`config.mk`:
```
export PLATFORM = sky130hd
export DESIGN_NAME = rcsp_top
export DESIGN_NICKNAME = d
export VERILOG_FILES = /design/src/hdl/rcsp_pkg.sv /design/src/hdl/rcsp_top.sv
export SDC_FILE = /design/constraint.sdc
export NUM_CORES = 1
export LEC_CHECK = 0
export BUFFER_PORTS_ARGS = -buffer_cell sky130_fd_sc_hd__buf_2
export CAP_MARGIN = 20
export CORE_MARGIN = 1.5
export CORE_UTILIZATION = 57
export CTS_BUF_LIST = sky130_fd_sc_hd__clkbuf_8
export CTS_CLUSTER_SIZE = 14
export DETAILED_ROUTE_END_ITERATION = 6
export PLACE_DENSITY = 0.9
export SETUP_SLACK_MARGIN = 0.4
export SLEW_MARGIN = 15
export SYNTH_ARGS = -nofsm -noshare
export SYNTH_HDL_FRONTEND = slang
export SYNTH_SLANG_ARGS = --single-unit
```
`constraint.sdc`:
```
create_clock -name clk_sys_i -period 2.3 [get_ports clk_sys_i]
set_input_delay 0.575 -clock clk_sys_i [delete_from_list [all_inputs] [get_ports clk_sys_i]]
set_output_delay 0.575 -clock clk_sys_i [all_outputs]
set_load 0.03 [all_outputs]
```
`src/hdl/rcsp_pkg.sv`:
```
package rcsp_pkg;

    // ------------------------------------------------------------
    // Timing
    // ------------------------------------------------------------
    localparam int unsigned CLK_HZ          = 25_000_000;
    localparam int unsigned TICK_NS         = 500;
    localparam int unsigned TICK_CYC        = (CLK_HZ / 1_000_000) * TICK_NS
                                              / 1_000;
    localparam int unsigned UNIT_TICKS      = 20;
    localparam int unsigned TIMER_SPAN      = 65_536;
    localparam int unsigned FRAME_TICKS_DEF = 40_000;
    localparam logic [15:0] PRELOAD_DEF     = 16'(TIMER_SPAN - FRAME_TICKS_DEF);
    localparam logic [7:0]  PULSE_RST       = 8'h00;
    localparam int unsigned NUM_CH          = 8;

    // ------------------------------------------------------------
    // Commands
    // ------------------------------------------------------------
    typedef enum logic [1:0] {
        RCSP_CMD_START  = 2'b00,
        RCSP_CMD_UPDATE = 2'b01,
        RCSP_CMD_HIGH   = 2'b10,
        RCSP_CMD_LOW    = 2'b11
    } rcsp_cmd_e;

    typedef struct packed {
        rcsp_cmd_e   cmd;
        logic [2:0]  chan;
        logic [7:0]  pulse;
        logic        use_preload;
        logic [15:0] preload;
    } rcsp_req_s;

    typedef enum logic [1:0] {
        RCSP_ST_IDLE  = 2'b00,
        RCSP_ST_PULSE = 2'b01,
        RCSP_ST_WAIT  = 2'b10
    } rcsp_state_e;

endpackage : rcsp_pkg

```
`src/hdl/rcsp_top.sv`:
```
`timescale 1ns/1ns
// Function
// - Started channel drives high for value times 0.01 ms, once each frame.
// - Pulsing persists until a high or low command; a new start keeps it running.
// - High or low command ends pulsing at once, pin holds that level.
// - New start replaces the stored pulse width.
// - Start enables pulsing and restarts the shared frame timer.
// - Update changes width only, frame timer untouched.
// - Pulse output is suspended while a serial transfer is busy.
// - Frame timer loads a 16-bit preload, counts 0.5 us steps to wrap.
// - Default frame is 40000 steps, 20 ms.
// - Only channels 0 to 7, chosen by a 3-bit number.
// - Timing holds only at supported clock rates.
module rcsp_top
    import rcsp_pkg::*;
#(
    parameter int unsigned CH = NUM_CH
) (
    input  wire logic            clk_sys_i,
    input  wire logic            nrst_i,
    input  wire logic            req_valid_i,
    input  rcsp_req_s            req_i,
    input  wire logic            serial_busy_i,
    output logic [CH-1:0]        pin_o,
    output logic [CH-1:0]        active_o,
    output logic                 frame_o
);

    initial begin
        if (CH != NUM_CH || TICK_CYC < 1) begin
            $error("rcsp_top: unsupported channel count or clock");
        end
    end

    // ------------------------------------------------------------
    // Tick prescaler and frame timer
    // ------------------------------------------------------------
    logic [7:0]  pre_reg;
    logic        tick;
    logic [15:0] timer_reg;
    logic [15:0] preload_reg;
    logic        frame_start;
    logic        restart;

    assign tick = (pre_reg == 8'(TICK_CYC - 1));
    assign restart = req_valid_i && req_i.cmd == RCSP_CMD_START;
    assign frame_start = tick && (timer_reg == 16'hFFFF);

    always_ff @(posedge clk_sys_i or negedge nrst_i) begin
        if (!nrst_i) begin
            pre_reg <= 8'h00;
        end else if (restart || tick) begin
            pre_reg <= 8'h00;
        end else begin
            pre_reg <= pre_reg + 8'h01;
        end
    end

    always_ff @(posedge clk_sys_i or negedge nrst_i) begin
        if (!nrst_i) begin
            preload_reg <= PRELOAD_DEF;
        end else if (restart) begin
            preload_reg <= req_i.use_preload ? req_i.preload : PRELOAD_DEF;
        end
    end

    always_ff @(posedge clk_sys_i or negedge nrst_i) begin
        if (!nrst_i) begin
            timer_reg <= PRELOAD_DEF;
        end else if (restart) begin
            timer_reg <= req_i.use_preload ? req_i.preload : PRELOAD_DEF;
        end else if (frame_start) begin
            timer_reg <= preload_reg;
        end else if (tick) begin
            timer_reg <= timer_reg + 16'h0001;
        end
    end

    always_ff @(posedge clk_sys_i or negedge nrst_i) begin
        if (!nrst_i) begin
            frame_o <= 1'b0;
        end else begin
            frame_o <= frame_start;
        end
    end

    // ------------------------------------------------------------
    // Channel table
    // ------------------------------------------------------------
    logic [7:0]    width_reg [CH];
    logic [CH-1:0] level_reg;

    genvar g;
    generate
        for (g = 0; g < CH; g++) begin : g_ch
            always_ff @(posedge clk_sys_i or negedge nrst_i) begin
                if (!nrst_i) begin
                    width_reg[g] <= PULSE_RST;
                    active_o[g]  <= 1'b0;
                    level_reg[g] <= 1'b0;
                end else if (req_valid_i && req_i.chan == 3'(g)) begin
                    case (req_i.cmd)
                        RCSP_CMD_START: begin
                            width_reg[g] <= req_i.pulse;
                            active_o[g]  <= 1'b1;
                        end
                        RCSP_CMD_UPDATE: begin
                            width_reg[g] <= req_i.pulse;
                        end
                        RCSP_CMD_HIGH: begin
                            active_o[g]  <= 1'b0;
                            level_reg[g] <= 1'b1;
                        end
                        RCSP_CMD_LOW: begin
                            active_o[g]  <= 1'b0;
                            level_reg[g] <= 1'b0;
                        end
                        default: begin
                            active_o[g] <= active_o[g];
                        end
                    endcase
                end
            end
        end
    endgenerate

    // ------------------------------------------------------------
    // Sequencer
    // ------------------------------------------------------------
    rcsp_state_e state_reg;
    logic [2:0]  cur_reg;
    logic [7:0]  units_reg;
    logic [4:0]  sub_reg;
    logic        busy_s1_reg;
    logic        busy_reg;

    always_ff @(posedge clk_sys_i or negedge nrst_i) begin
        if (!nrst_i) begin
            busy_s1_reg <= 1'b0;
            busy_reg    <= 1'b0;
        end else begin
            busy_s1_reg <= serial_busy_i;
            busy_reg    <= busy_s1_reg;
        end
    end

    always_ff @(posedge clk_sys_i or negedge nrst_i) begin
        if (!nrst_i) begin
            state_reg <= RCSP_ST_IDLE;
            cur_reg   <= 3'd0;
            units_reg <= 8'h00;
            sub_reg   <= 5'd0;
        end else begin
            case (state_reg)
                RCSP_ST_IDLE: begin
                    if (frame_start && !busy_reg) begin
                        cur_reg   <= 3'd0;
                        state_reg <= RCSP_ST_WAIT;
                    end
                end
                RCSP_ST_WAIT: begin
                    // Find next active channel in order
                    if (active_o[cur_reg] && width_reg[cur_reg] != 8'h00) begin
                        units_reg <= width_reg[cur_reg];
                        sub_reg   <= 5'd0;
                        state_reg <= RCSP_ST_PULSE;
                    end else if (cur_reg == 3'(CH - 1)) begin
                        state_reg <= RCSP_ST_IDLE;
                    end else begin
                        cur_reg <= cur_reg + 3'd1;
                    end
                end
                RCSP_ST_PULSE: begin
                    if (!active_o[cur_reg] || busy_reg) begin
                        state_reg <= RCSP_ST_IDLE;
                    end else if (tick) begin
                        if (sub_reg == 5'(UNIT_TICKS - 1)) begin
                            sub_reg <= 5'd0;
                            if (units_reg == 8'h01) begin
                                if (cur_reg == 3'(CH - 1)) begin
                                    state_reg <= RCSP_ST_IDLE;
                                end else begin
                                    cur_reg   <= cur_reg + 3'd1;
                                    state_reg <= RCSP_ST_WAIT;
                                end
                            end
                            units_reg <= units_reg - 8'h01;
                        end else begin
                            sub_reg <= sub_reg + 5'd1;
                        end
                    end
                end
                default: begin
                    state_reg <= RCSP_ST_IDLE;
                end
            endcase
            if (restart) begin
                state_reg <= RCSP_ST_IDLE;
            end
        end
    end

    // ------------------------------------------------------------
    // Pin drive
    // ------------------------------------------------------------
    generate
        for (g = 0; g < CH; g++) begin : g_pin
            always_ff @(posedge clk_sys_i or negedge nrst_i) begin
                if (!nrst_i) begin
                    pin_o[g] <= 1'b0;
                end else if (!active_o[g]) begin
                    pin_o[g] <= level_reg[g];
                end else begin
                    pin_o[g] <= state_reg == RCSP_ST_PULSE
                                && cur_reg == 3'(g)
                                && !busy_reg;
                end
            end
        end
    endgenerate

endmodule : rcsp_top

```
# Word-level counts from Yosys, hierarchy flattened
# Cells that the tools add are included.
# totals
mem_count,0
latch_bits,0
regBits,149
rom_bits,0
out_inout_bits,17
ramBits,0
wordCells,205
# classes
shifts,0
n_div,0
n_mux,48
n_reduce_logical,72
order_cmp,2
mul,0
addsub,5
eq_ne,35
bitwise,1
# op_table
op,n
$mux W16,4
$mux W8,7
$reduce_and A2 Y1,24
$logic_and A1 B1 Y1,28
$bmux W8 S3,1
$eq A3 B3 Y1 const B,8
$mux W3,7
$mux W5,4
$mux W2,9
$add A16 B1 Y16 const B,1
$eq A16 B16 Y1 const B,1
$ne A4 B4 Y1 const B,4
$pmux W8 S2,1
$ne A2 B2 Y1 const B,7
$eq A3 B2 Y1 const B,4
$pmux W5 S2,1
$reduce_and A5 Y1,2
$mux W1,9
$pmux W3 S3,1
$add A8 B1 Y8 const B,1
$eq A8 B1 Y1 const B,1
$eq A8 B4 Y1 const B,1
$reduce_bool A8 Y1,1
$sub A8 B1 Y8 const B,1
other kinds (22),35

# Depth between registers and ports, before layout
# Gate-level depths: netlist of the first run.
# depth
word_depth,9
ltp_mapped,10
ltp_nobuf,8

# Least setup slack after synthesis of the first run
# OpenSTA, ideal clock, no wires.
# synth_timing
path_type,register to register
from,reg cur_reg[0]
to,reg units_reg[7]
stages_incl_launch_ff,11
period_less_slack_ps,2500
arrival_ps,2379
required_ps,2178
path_slack_ps,-200
cell_sequence,dfrtp_1 > buf_6 > buf_6 > mux4_2 > mux2i_1 > nand4b_1 > o311a_1 > buf_2 > buf_6 > a32oi_1 > nand2_1
# synth_between
elab_chain_len,8
word_cells_on_any_way,15
cone_classes,eq/ne (2); mux (7); bitwise (1); reduce/logical (5)
# synth_rtl
element,line,rtl
start: declaration,rcsp_top.sv:131,logic [2:0] cur_reg;
start signal: assignment,rcsp_top.sv:170,cur_reg <= cur_reg + 3'd1;
start signal: assignment,rcsp_top.sv:183,cur_reg <= cur_reg + 3'd1;
$not A3 Y4 (implied by the code),"rcsp_top.sv:163, rcsp_top.sv:164",
$bmux W8 S3,"rcsp_top.sv:163, rcsp_top.sv:164",
$mux W8 (implied by the code) (2 in a row),"rcsp_top.sv:163, rcsp_top.sv:164",
$reduce_bool A8 Y1,rcsp_top.sv:163,if (active_o[cur_reg] && width_reg[cur_reg] != 8'h00) begin
$logic_and A1 B1 Y1,rcsp_top.sv:163,
$ne A2 B2 Y1 (no source line),-,
$reduce_and A5 Y1 (no source line),-,
end signal: assignment,rcsp_top.sv:164,units_reg <= width_reg[cur_reg];
end signal: assignment,rcsp_top.sv:187,units_reg <= units_reg - 8'h01;
end: declaration,rcsp_top.sv:132,logic [7:0] units_reg;
# Several ways; a longest one is shown, not always the timed one. The select of a mux whose other input is x is not followed.
# A chain may end at the register's enable or synchronous reset.

# Worst setup path after layout of the first run
# layout_timing
from,reg cur_reg[0]
to,reg units_reg[2]
# The elaborated chain is that of the path after synthesis.

==> impl_metrics.tcl, run 1 <==
set metrics [dict create \
    status "finished, violations left" \
    failed_checks "setup timing" \
    clk_latency_ps 470 \
    ant_nets 0 \
    grt_overflow 0 \
    power_density_mw_per_mm2 1010 \
    p_total_mw 9.51 \
    antenna_found_initial 0 \
    layout_setup_ws_ps -298 \
    clk_pin_slew_ps 90 \
    synth_async_sr_flop_share 1.00 \
    setup_violations 19 \
    ys_types 57 \
    hp-class "in -> async" \
    core-area_mm2 0.0126 \
    grt_pass1_vias 6468 \
    cp.required_ps 2660 \
    cts_root_buffer "clkbuf_8" \
    synth-seq-cells 149 \
    vias 6289 \
    via_per_inst 6.46 \
    start_util 0.583 \
    drtIter0Drc 885 \
    drive_gt1_frac 0.432 \
    r2r-end "units_reg[2]" \
    ys_seq_area_frac 0.509 \
    clock_sinks 149 \
    end_kind "register" \
    cp.arrival_ps 2950 \
    die_area_mm2 0.0136 \
    synth_edf_count 0 \
    grt_use_total 0.307 \
    timing.final.hold_violations 0 \
    critPathTopFamily "multiplexers" \
    cap_violations 0 \
    min_period_ps 2600 \
    drt_pass1_iterations 6 \
    fmax_ghz 0.385 \
    slowest_delay_ps 500 \
    routed_wl_um 21100 \
    hold_buffers 0 \
    fin_nets 837 \
    crit_end "units_reg[2]" \
    grt_pass1_wl_um 31600 \
    hpwl_um 13000 \
    yosys_warnings 0 \
    clk_path_buf_depth 2 \
    timing.slew.headroom 0.617 \
    grt_max_degree 60 \
    wire_per_inst_um 21.7 \
    p_leak_nw 4.09 \
    row_count 41 \
    grt_setup_unrepaired "true" \
    cts_tree "yes" \
    avgSynthCellArea_um2 11.1 \
    gp_congestion 0.921 \
    preCtsSetupSlack_ps -296 \
    drc 0 \
    period_share 1.13 \
    worst-path-buf-inv 2 \
    drv_slew 0 \
    die_y_um 117 \
    ios 51 \
    critPathLaunchType "register" \
    path_depth 8 \
    syn_area_mm2 0.00736 \
    worstMarginPinSlew_ps 575 \
    worstSetupPathType "reg -> reg" \
    synthFlopType "dfrtp_1" \
    diodes 0 \
    regToRegSetupSlack_ps -300 \
    slowest_stage "mux4_2" \
    post-route-util 0.743 \
    r2r_cells 8 \
    die_w_um 117 \
    cts_inserted_buffers 17 \
    syn_to_final_growth_pct 27.4 \
    syn_inst 663 \
    portBuffers 50 \
    clock-skew-final_ps 15.3 \
    regToRegStartpoint "cur_reg[0]" \
    htree_levels 4 \
    setup.worst_path.start "cur_reg[0]" \
    cp_cell_sequence "buf_8 -> mux4_2 -> mux2_4 -> nand4b_1 -> o311a_4 -> buf_6 -> a21oi_2 -> a21oi_1" \
    ir_worst_vdd_mv 0.714 \
    critPathMaxFanout 8 \
    synthesis.nets 712 \
    largest_reg_flops 64 \
]
power breakdown:
group          switching [mW]  internal [mW]
Combinational            1.82           1.79
Clock                    1.06           1.00
Sequential              0.570           3.27
cells in the mapped netlist, types with 2 or more instances:
| cell | instances | share of area |
|---|---|---|
| a21oi_1 | 28 | 0.019 |
| buf_2 | 3 | 0.0020 |
| nor3b_1 | 3 | 0.0031 |
| nand2b_1 | 6 | 0.0051 |
| nand3_1 | 32 | 0.022 |
| a31oi_1 | 6 | 0.0051 |
| dfstp_2 | 12 | 0.043 |
| or3_1 | 3 | 0.0026 |
| mux2_2 | 68 | 0.10 |
| and4_1 | 5 | 0.0060 |
| and2_1 | 3 | 0.0026 |
| a211oi_1 | 4 | 0.0041 |
| and3_1 | 7 | 0.0060 |
| mux2i_1 | 13 | 0.018 |
| or2_2 | 2 | 0.0017 |
| nor4_1 | 3 | 0.0026 |
| o21a_1 | 12 | 0.012 |
| dfrtp_1 | 137 | 0.47 |
| a22oi_1 | 2 | 0.0020 |
| o22a_1 | 2 | 0.0024 |
| nand2_1 | 75 | 0.038 |
| nor4_2 | 2 | 0.0034 |
| or3b_2 | 2 | 0.0024 |
| ha_1 | 15 | 0.026 |
| buf_6 | 3 | 0.0046 |
| nor2_1 | 42 | 0.021 |
| a22o_1 | 5 | 0.0060 |
| nand4_1 | 10 | 0.0085 |
| o22ai_1 | 5 | 0.0043 |
| or4_1 | 2 | 0.0020 |
| o21ai_0 | 41 | 0.028 |
| nor3_1 | 6 | 0.0041 |
| mux4_2 | 18 | 0.055 |
| a32oi_1 | 2 | 0.0024 |
| xnor2_1 | 3 | 0.0036 |
| nand4b_1 | 3 | 0.0036 |
| inv_1 | 24 | 0.012 |
| clkbuf_1 | 20 | 0.010 |
| xor2_1 | 5 | 0.0060 |
| o31ai_1 | 8 | 0.0082 |
| nor2b_1 | 5 | 0.0043 |
layout by cell type, fill, tap and decap left out, drive strengths merged, types with 6 or more instances in the layout:
master  Yosys  routed
a21oi      28      28
a31oi       6       6
and3        7       7
buf         6     133
clkbuf     21      18
dfrtp     137     137
dfstp      12      12
ha         15      15
inv        25      30
mux2       68      68
mux2i      13      13
mux4       18      18
nand2      75      75
nand2b      6       6
nand3      32      32
nand4      10      10
nor2       42      42
nor3        6       6
o21a       12      12
o21ai      42      42
o31ai       9       9
what timing repair did:
item                       4_1_cts  5_1_grt
pin swaps                       29       15
setup endpoints to repair       39       34
resized for setup               73       57
buffers inserted                18        5
gates cloned                     1        0
metal layers:
metal / routed length, um / GRT usage / share of wire
met5: 0 / 0 / 0
met4: 1030 / 0.165 / 0.049
met3: 1570 / 0.0846 / 0.074
met2: 10800 / 0.523 / 0.51
met1: 7670 / 0.354 / 0.36
area by class of cell:
cell class / count / area [um^2]
multi-input combinational: 462 / 3910
fill: 754 / 3250
sequential: 149 / 3750
tap: 172 / 215
inverter: 25 / 101
clock inverter: 14 / 151
clock buffer: 18 / 248
timing repair buffer: 133 / 1000
logic make-up after synthesis:
logic type | Yosys count | synth area share
flops | 149 | 0.509
fa+ha+maj | 15 | 0.0255
mux | 99 | 0.177
simple gates | 213 | 0.141
buf+inv | 52 | 0.0303
compound gates | 127 | 0.108
xor+xnor | 8 | 0.00952
worst min path at each step:
stage,slack (ps),cells after the start,startpoint,endpoint
after floorplan,280,0,nrst_i,active_o[0]
after global placement,380,0,busy_s1_reg,busy_reg
after detailed placement,380,0,busy_s1_reg,busy_reg
after CTS,80,1,nrst_i,level_reg[6]
after global routing,100,1,nrst_i,level_reg[6]
final,90,1,nrst_i,active_o[1]
stage by stage:
step	hold WS (ps)	TNS [ps]	instance area (um^2)	std cells
6_report	87.6	-4400	9370	973
4_1_cts	79.0	-3460	9100	968
3_5_place_dp	378	-3640	8280	917
2_1_floorplan	279	-602	7490	663
3_3_place_gp	378	-2060	8280	917
5_1_grt	101	-5900	9370	973
Power figures use the tool's default switching activity.
==> inputs of run 2 (changes only) <==
Settings changed: ABC_AREA set to 1, CORE_UTILIZATION 57 to 35, PLACE_DENSITY 0.9 to 0.64, SLEW_MARGIN 15 to 20.
==> run 2 against run 1 <==
Compared with the run above: the flow now finishes without violations; synthesized cell count increased by 49%; utilization decreased by 30 points; setup slack improved by 550 ps; sequential cell count unchanged; clock power about the same; synthesized area increased by 3.6%; critical endpoint is now sub_reg[2]; register-to-register slack improved by 550 ps; largest power group is now combinational cells; global-route usage decreased by 13 points; sequential share of layout area increased by 0.11 points; highest routed layer unchanged; critical path depth increased by 7; via count increased by 7.5%.
==> impl_metrics.tcl, run 2 <==
set metrics [dict create \
    grt_use_total 0.176 \
    synth-seq-cells 149 \
    power_density_mw_per_mm2 1070 \
    min_period_ps 2050 \
    cts_root_buffer "clkbuf_8" \
    syn_area_mm2 0.00762 \
    avgSynthCellArea_um2 7.72 \
    routed_wl_um 19800 \
    end_kind "register" \
    drive_gt1_frac 0.199 \
    synth.area.top_cells "dfrtp_1 45%, nand2_1 14%, o21ai_0 7.9%, inv_1 6.4%, nand3_1 5.3%" \
    period_share 0.892 \
    setup.worst_path.start "cur_reg[0]" \
    syn_to_final_growth_pct 22.7 \
    timing.final.hold_violations 0 \
    clk_pin_slew_ps 100 \
    drt_pass1_iterations 5 \
    crit_end "sub_reg[2]" \
    htree_levels 4 \
    synthesis.nets 1036 \
    regToRegStartpoint "cur_reg[0]" \
    synth_area_leader_cell "dfrtp_1" \
    syn_inst 987 \
    wire_per_inst_um 14.5 \
    worstMarginPinSlew_ps 619 \
    cp.required_ps 2650 \
    ys_seq_area_frac 0.491 \
    grt_overflow 0 \
    status "finished, final reports clean" \
    hp-class "in -> async" \
    synth_edf_count 0 \
    synth_most_common_cell "nand2_1" \
    via_per_inst 4.96 \
    vias 6759 \
    worstSetupPathType "reg -> reg" \
    drc 0 \
    core-area_mm2 0.0212 \
    fin_setup_tns_ps 0 \
    cap_violations 0 \
    layout_commonest_cell "nand2_1" \
    gp_congestion 0.819 \
    antenna_found_initial 0 \
    ios 51 \
    cts_tree "yes" \
    yosys_warnings 0 \
    p_total_mw 10.0 \
    ant_nets 0 \
    ir_worst_vdd_mv 0.403 \
    hpwl_um 12900 \
    grt_pass1_vias 6511 \
    largest_reg_flops 64 \
    critPathMaxFanout 6 \
    grt_pass1_wl_um 31500 \
    fmax_ghz 0.487 \
    synthFlopType "dfrtp_1" \
    timing.slew.headroom 0.586 \
    hold_buffers 0 \
    clock_sinks 149 \
    start_util 0.359 \
    clk_path_buf_depth 2 \
    synth.top_cells.by_count "280 x nand2_1, 137 x dfrtp_1, 130 x inv_1" \
    clk_latency_ps 470 \
    fin_nets 1125 \
    r2r-end "sub_reg[2]" \
    synth_async_sr_flop_share 1.00 \
    critPathLaunchType "register" \
    diodes 0 \
    portBuffers 50 \
    grt_max_degree 43 \
    clock-skew-final_ps 25.6 \
    ys_types 37 \
    layout_common_cells "263 x nand2_1, 135 x dfrtp_1, 127 x inv_1" \
    grt_setup_unrepaired "true" \
    drtIter0Drc 405 \
    die_y_um 151 \
    die_w_um 151 \
    drv_slew 0 \
    cts_inserted_buffers 17 \
    row_count 53 \
    p_leak_nw 4.56 \
    fillers 2157 \
    r2r_cells 15 \
    setup_violations 0 \
    synth_top_area_frac 0.450 \
    die_area_mm2 0.0227 \
    cp.arrival_ps 2400 \
    regToRegSetupSlack_ps 250 \
]
[run 2: cell types whose count changed in the layout (fill, tap and decap cells not counted), moves of 37 or more]
| cell | change |
|---|---|
| mux2_2 | -64 |
| o21ai_0 | +80 |
| nand2_1 | +198 |
| inv_1 | +103 |
| nand3_1 | +37 |
[run 2: metrics by stage]
stage          setup WS, ps  cells  instance area [um^2]  hold WS, ps   util
6_report                249   1364                  9350         30.2  0.441
5_1_grt                 139   1364                  9350         29.9  0.441
4_1_cts                 307   1343                  8850         29.1  0.417
3_5_place_dp           98.5   1304                  8310          347  0.392
3_3_place_gp            101   1304                  8310          340  0.392
2_1_floorplan           501    987                  7620          279      -
[run 2: timing repair]
item | CTS | global route
endpoints found under the hold margin | 0 | 0
buffers inserted | 6 | 14
endpoints found under the setup margin | 24 | 32
cloned | 1 | 7
gates resized for setup | 26 | 71
pin swaps | 5 | 24
[run 2: power breakdown]
part           internal, mW  switching (mW)
Sequential             3.31           0.468
Clock                 0.835            1.26
Combinational          1.69            2.46
[run 2: per-layer routing]
metal,vias to the layer above,global-route usage,wire length (um)
met5,-,0,0
li1,3356,-,-
met1,3211,0.227,8960
met4,0,0.0544,274
met3,21,0.0315,896
met2,171,0.301,9720
[run 2: cells by family (layout without fill, tap and decap cells)]
| kind of cell | after synthesis | count (layout) | share of synthesized area |
|---|---|---|---|
| buffers and inverters | 166 | 268 | 0.0868 |
| XOR/XNOR | 15 | 15 | 0.0172 |
| AO/OA/AOI/OAI | 186 | 186 | 0.131 |
| AND/OR/NAND/NOR | 456 | 456 | 0.249 |
| flip-flops | 149 | 149 | 0.491 |
| adder cells (fa/ha/maj) | 15 | 15 | 0.0246 |
[run 2: critical path, stage by stage, from the launching register on]
cell       delay (ps)
dfrtp_4           510
buf_12            160
clkbuf_16         160
nand2_1            60
o21ai_1            70
nand2_1            60
nand3_1            80
nand2_2           100
nand2_1            50
nor2_1             90
nand2_1           110
nand3_2           140
nand2_4           110
buf_6             140
nand3_1            60
nand2_1            60
[run 2: worst min-delay path by stage]
| stage | from | end | cells after the start |
|---|---|---|---|
| after floorplan | nrst_i | active_o[0] | 0 |
| after global placement | busy_s1_reg | busy_reg | 0 |
| after detailed placement | busy_s1_reg | busy_reg | 0 |
| after CTS | nrst_i | frame_o | 1 |
| after global routing | nrst_i | frame_o | 1 |
| final | nrst_i | frame_o | 1 |
[run 2: layout make-up]
| cell class | instances | area (um^2) | area share |
|---|---|---|---|
| inverter | 134 | 510 | 0.0546 |
| timing repair inverter | 2 | 25.0 | 0.00268 |
| sequential | 149 | 3750 | 0.401 |
| tap | 275 | 344 | 0.0368 |
| timing repair buffer | 100 | 848 | 0.0907 |
| clock inverter | 15 | 181 | 0.0194 |
| clock buffer | 17 | 234 | 0.0250 |
| multi-input combinational | 672 | 3460 | 0.370 |
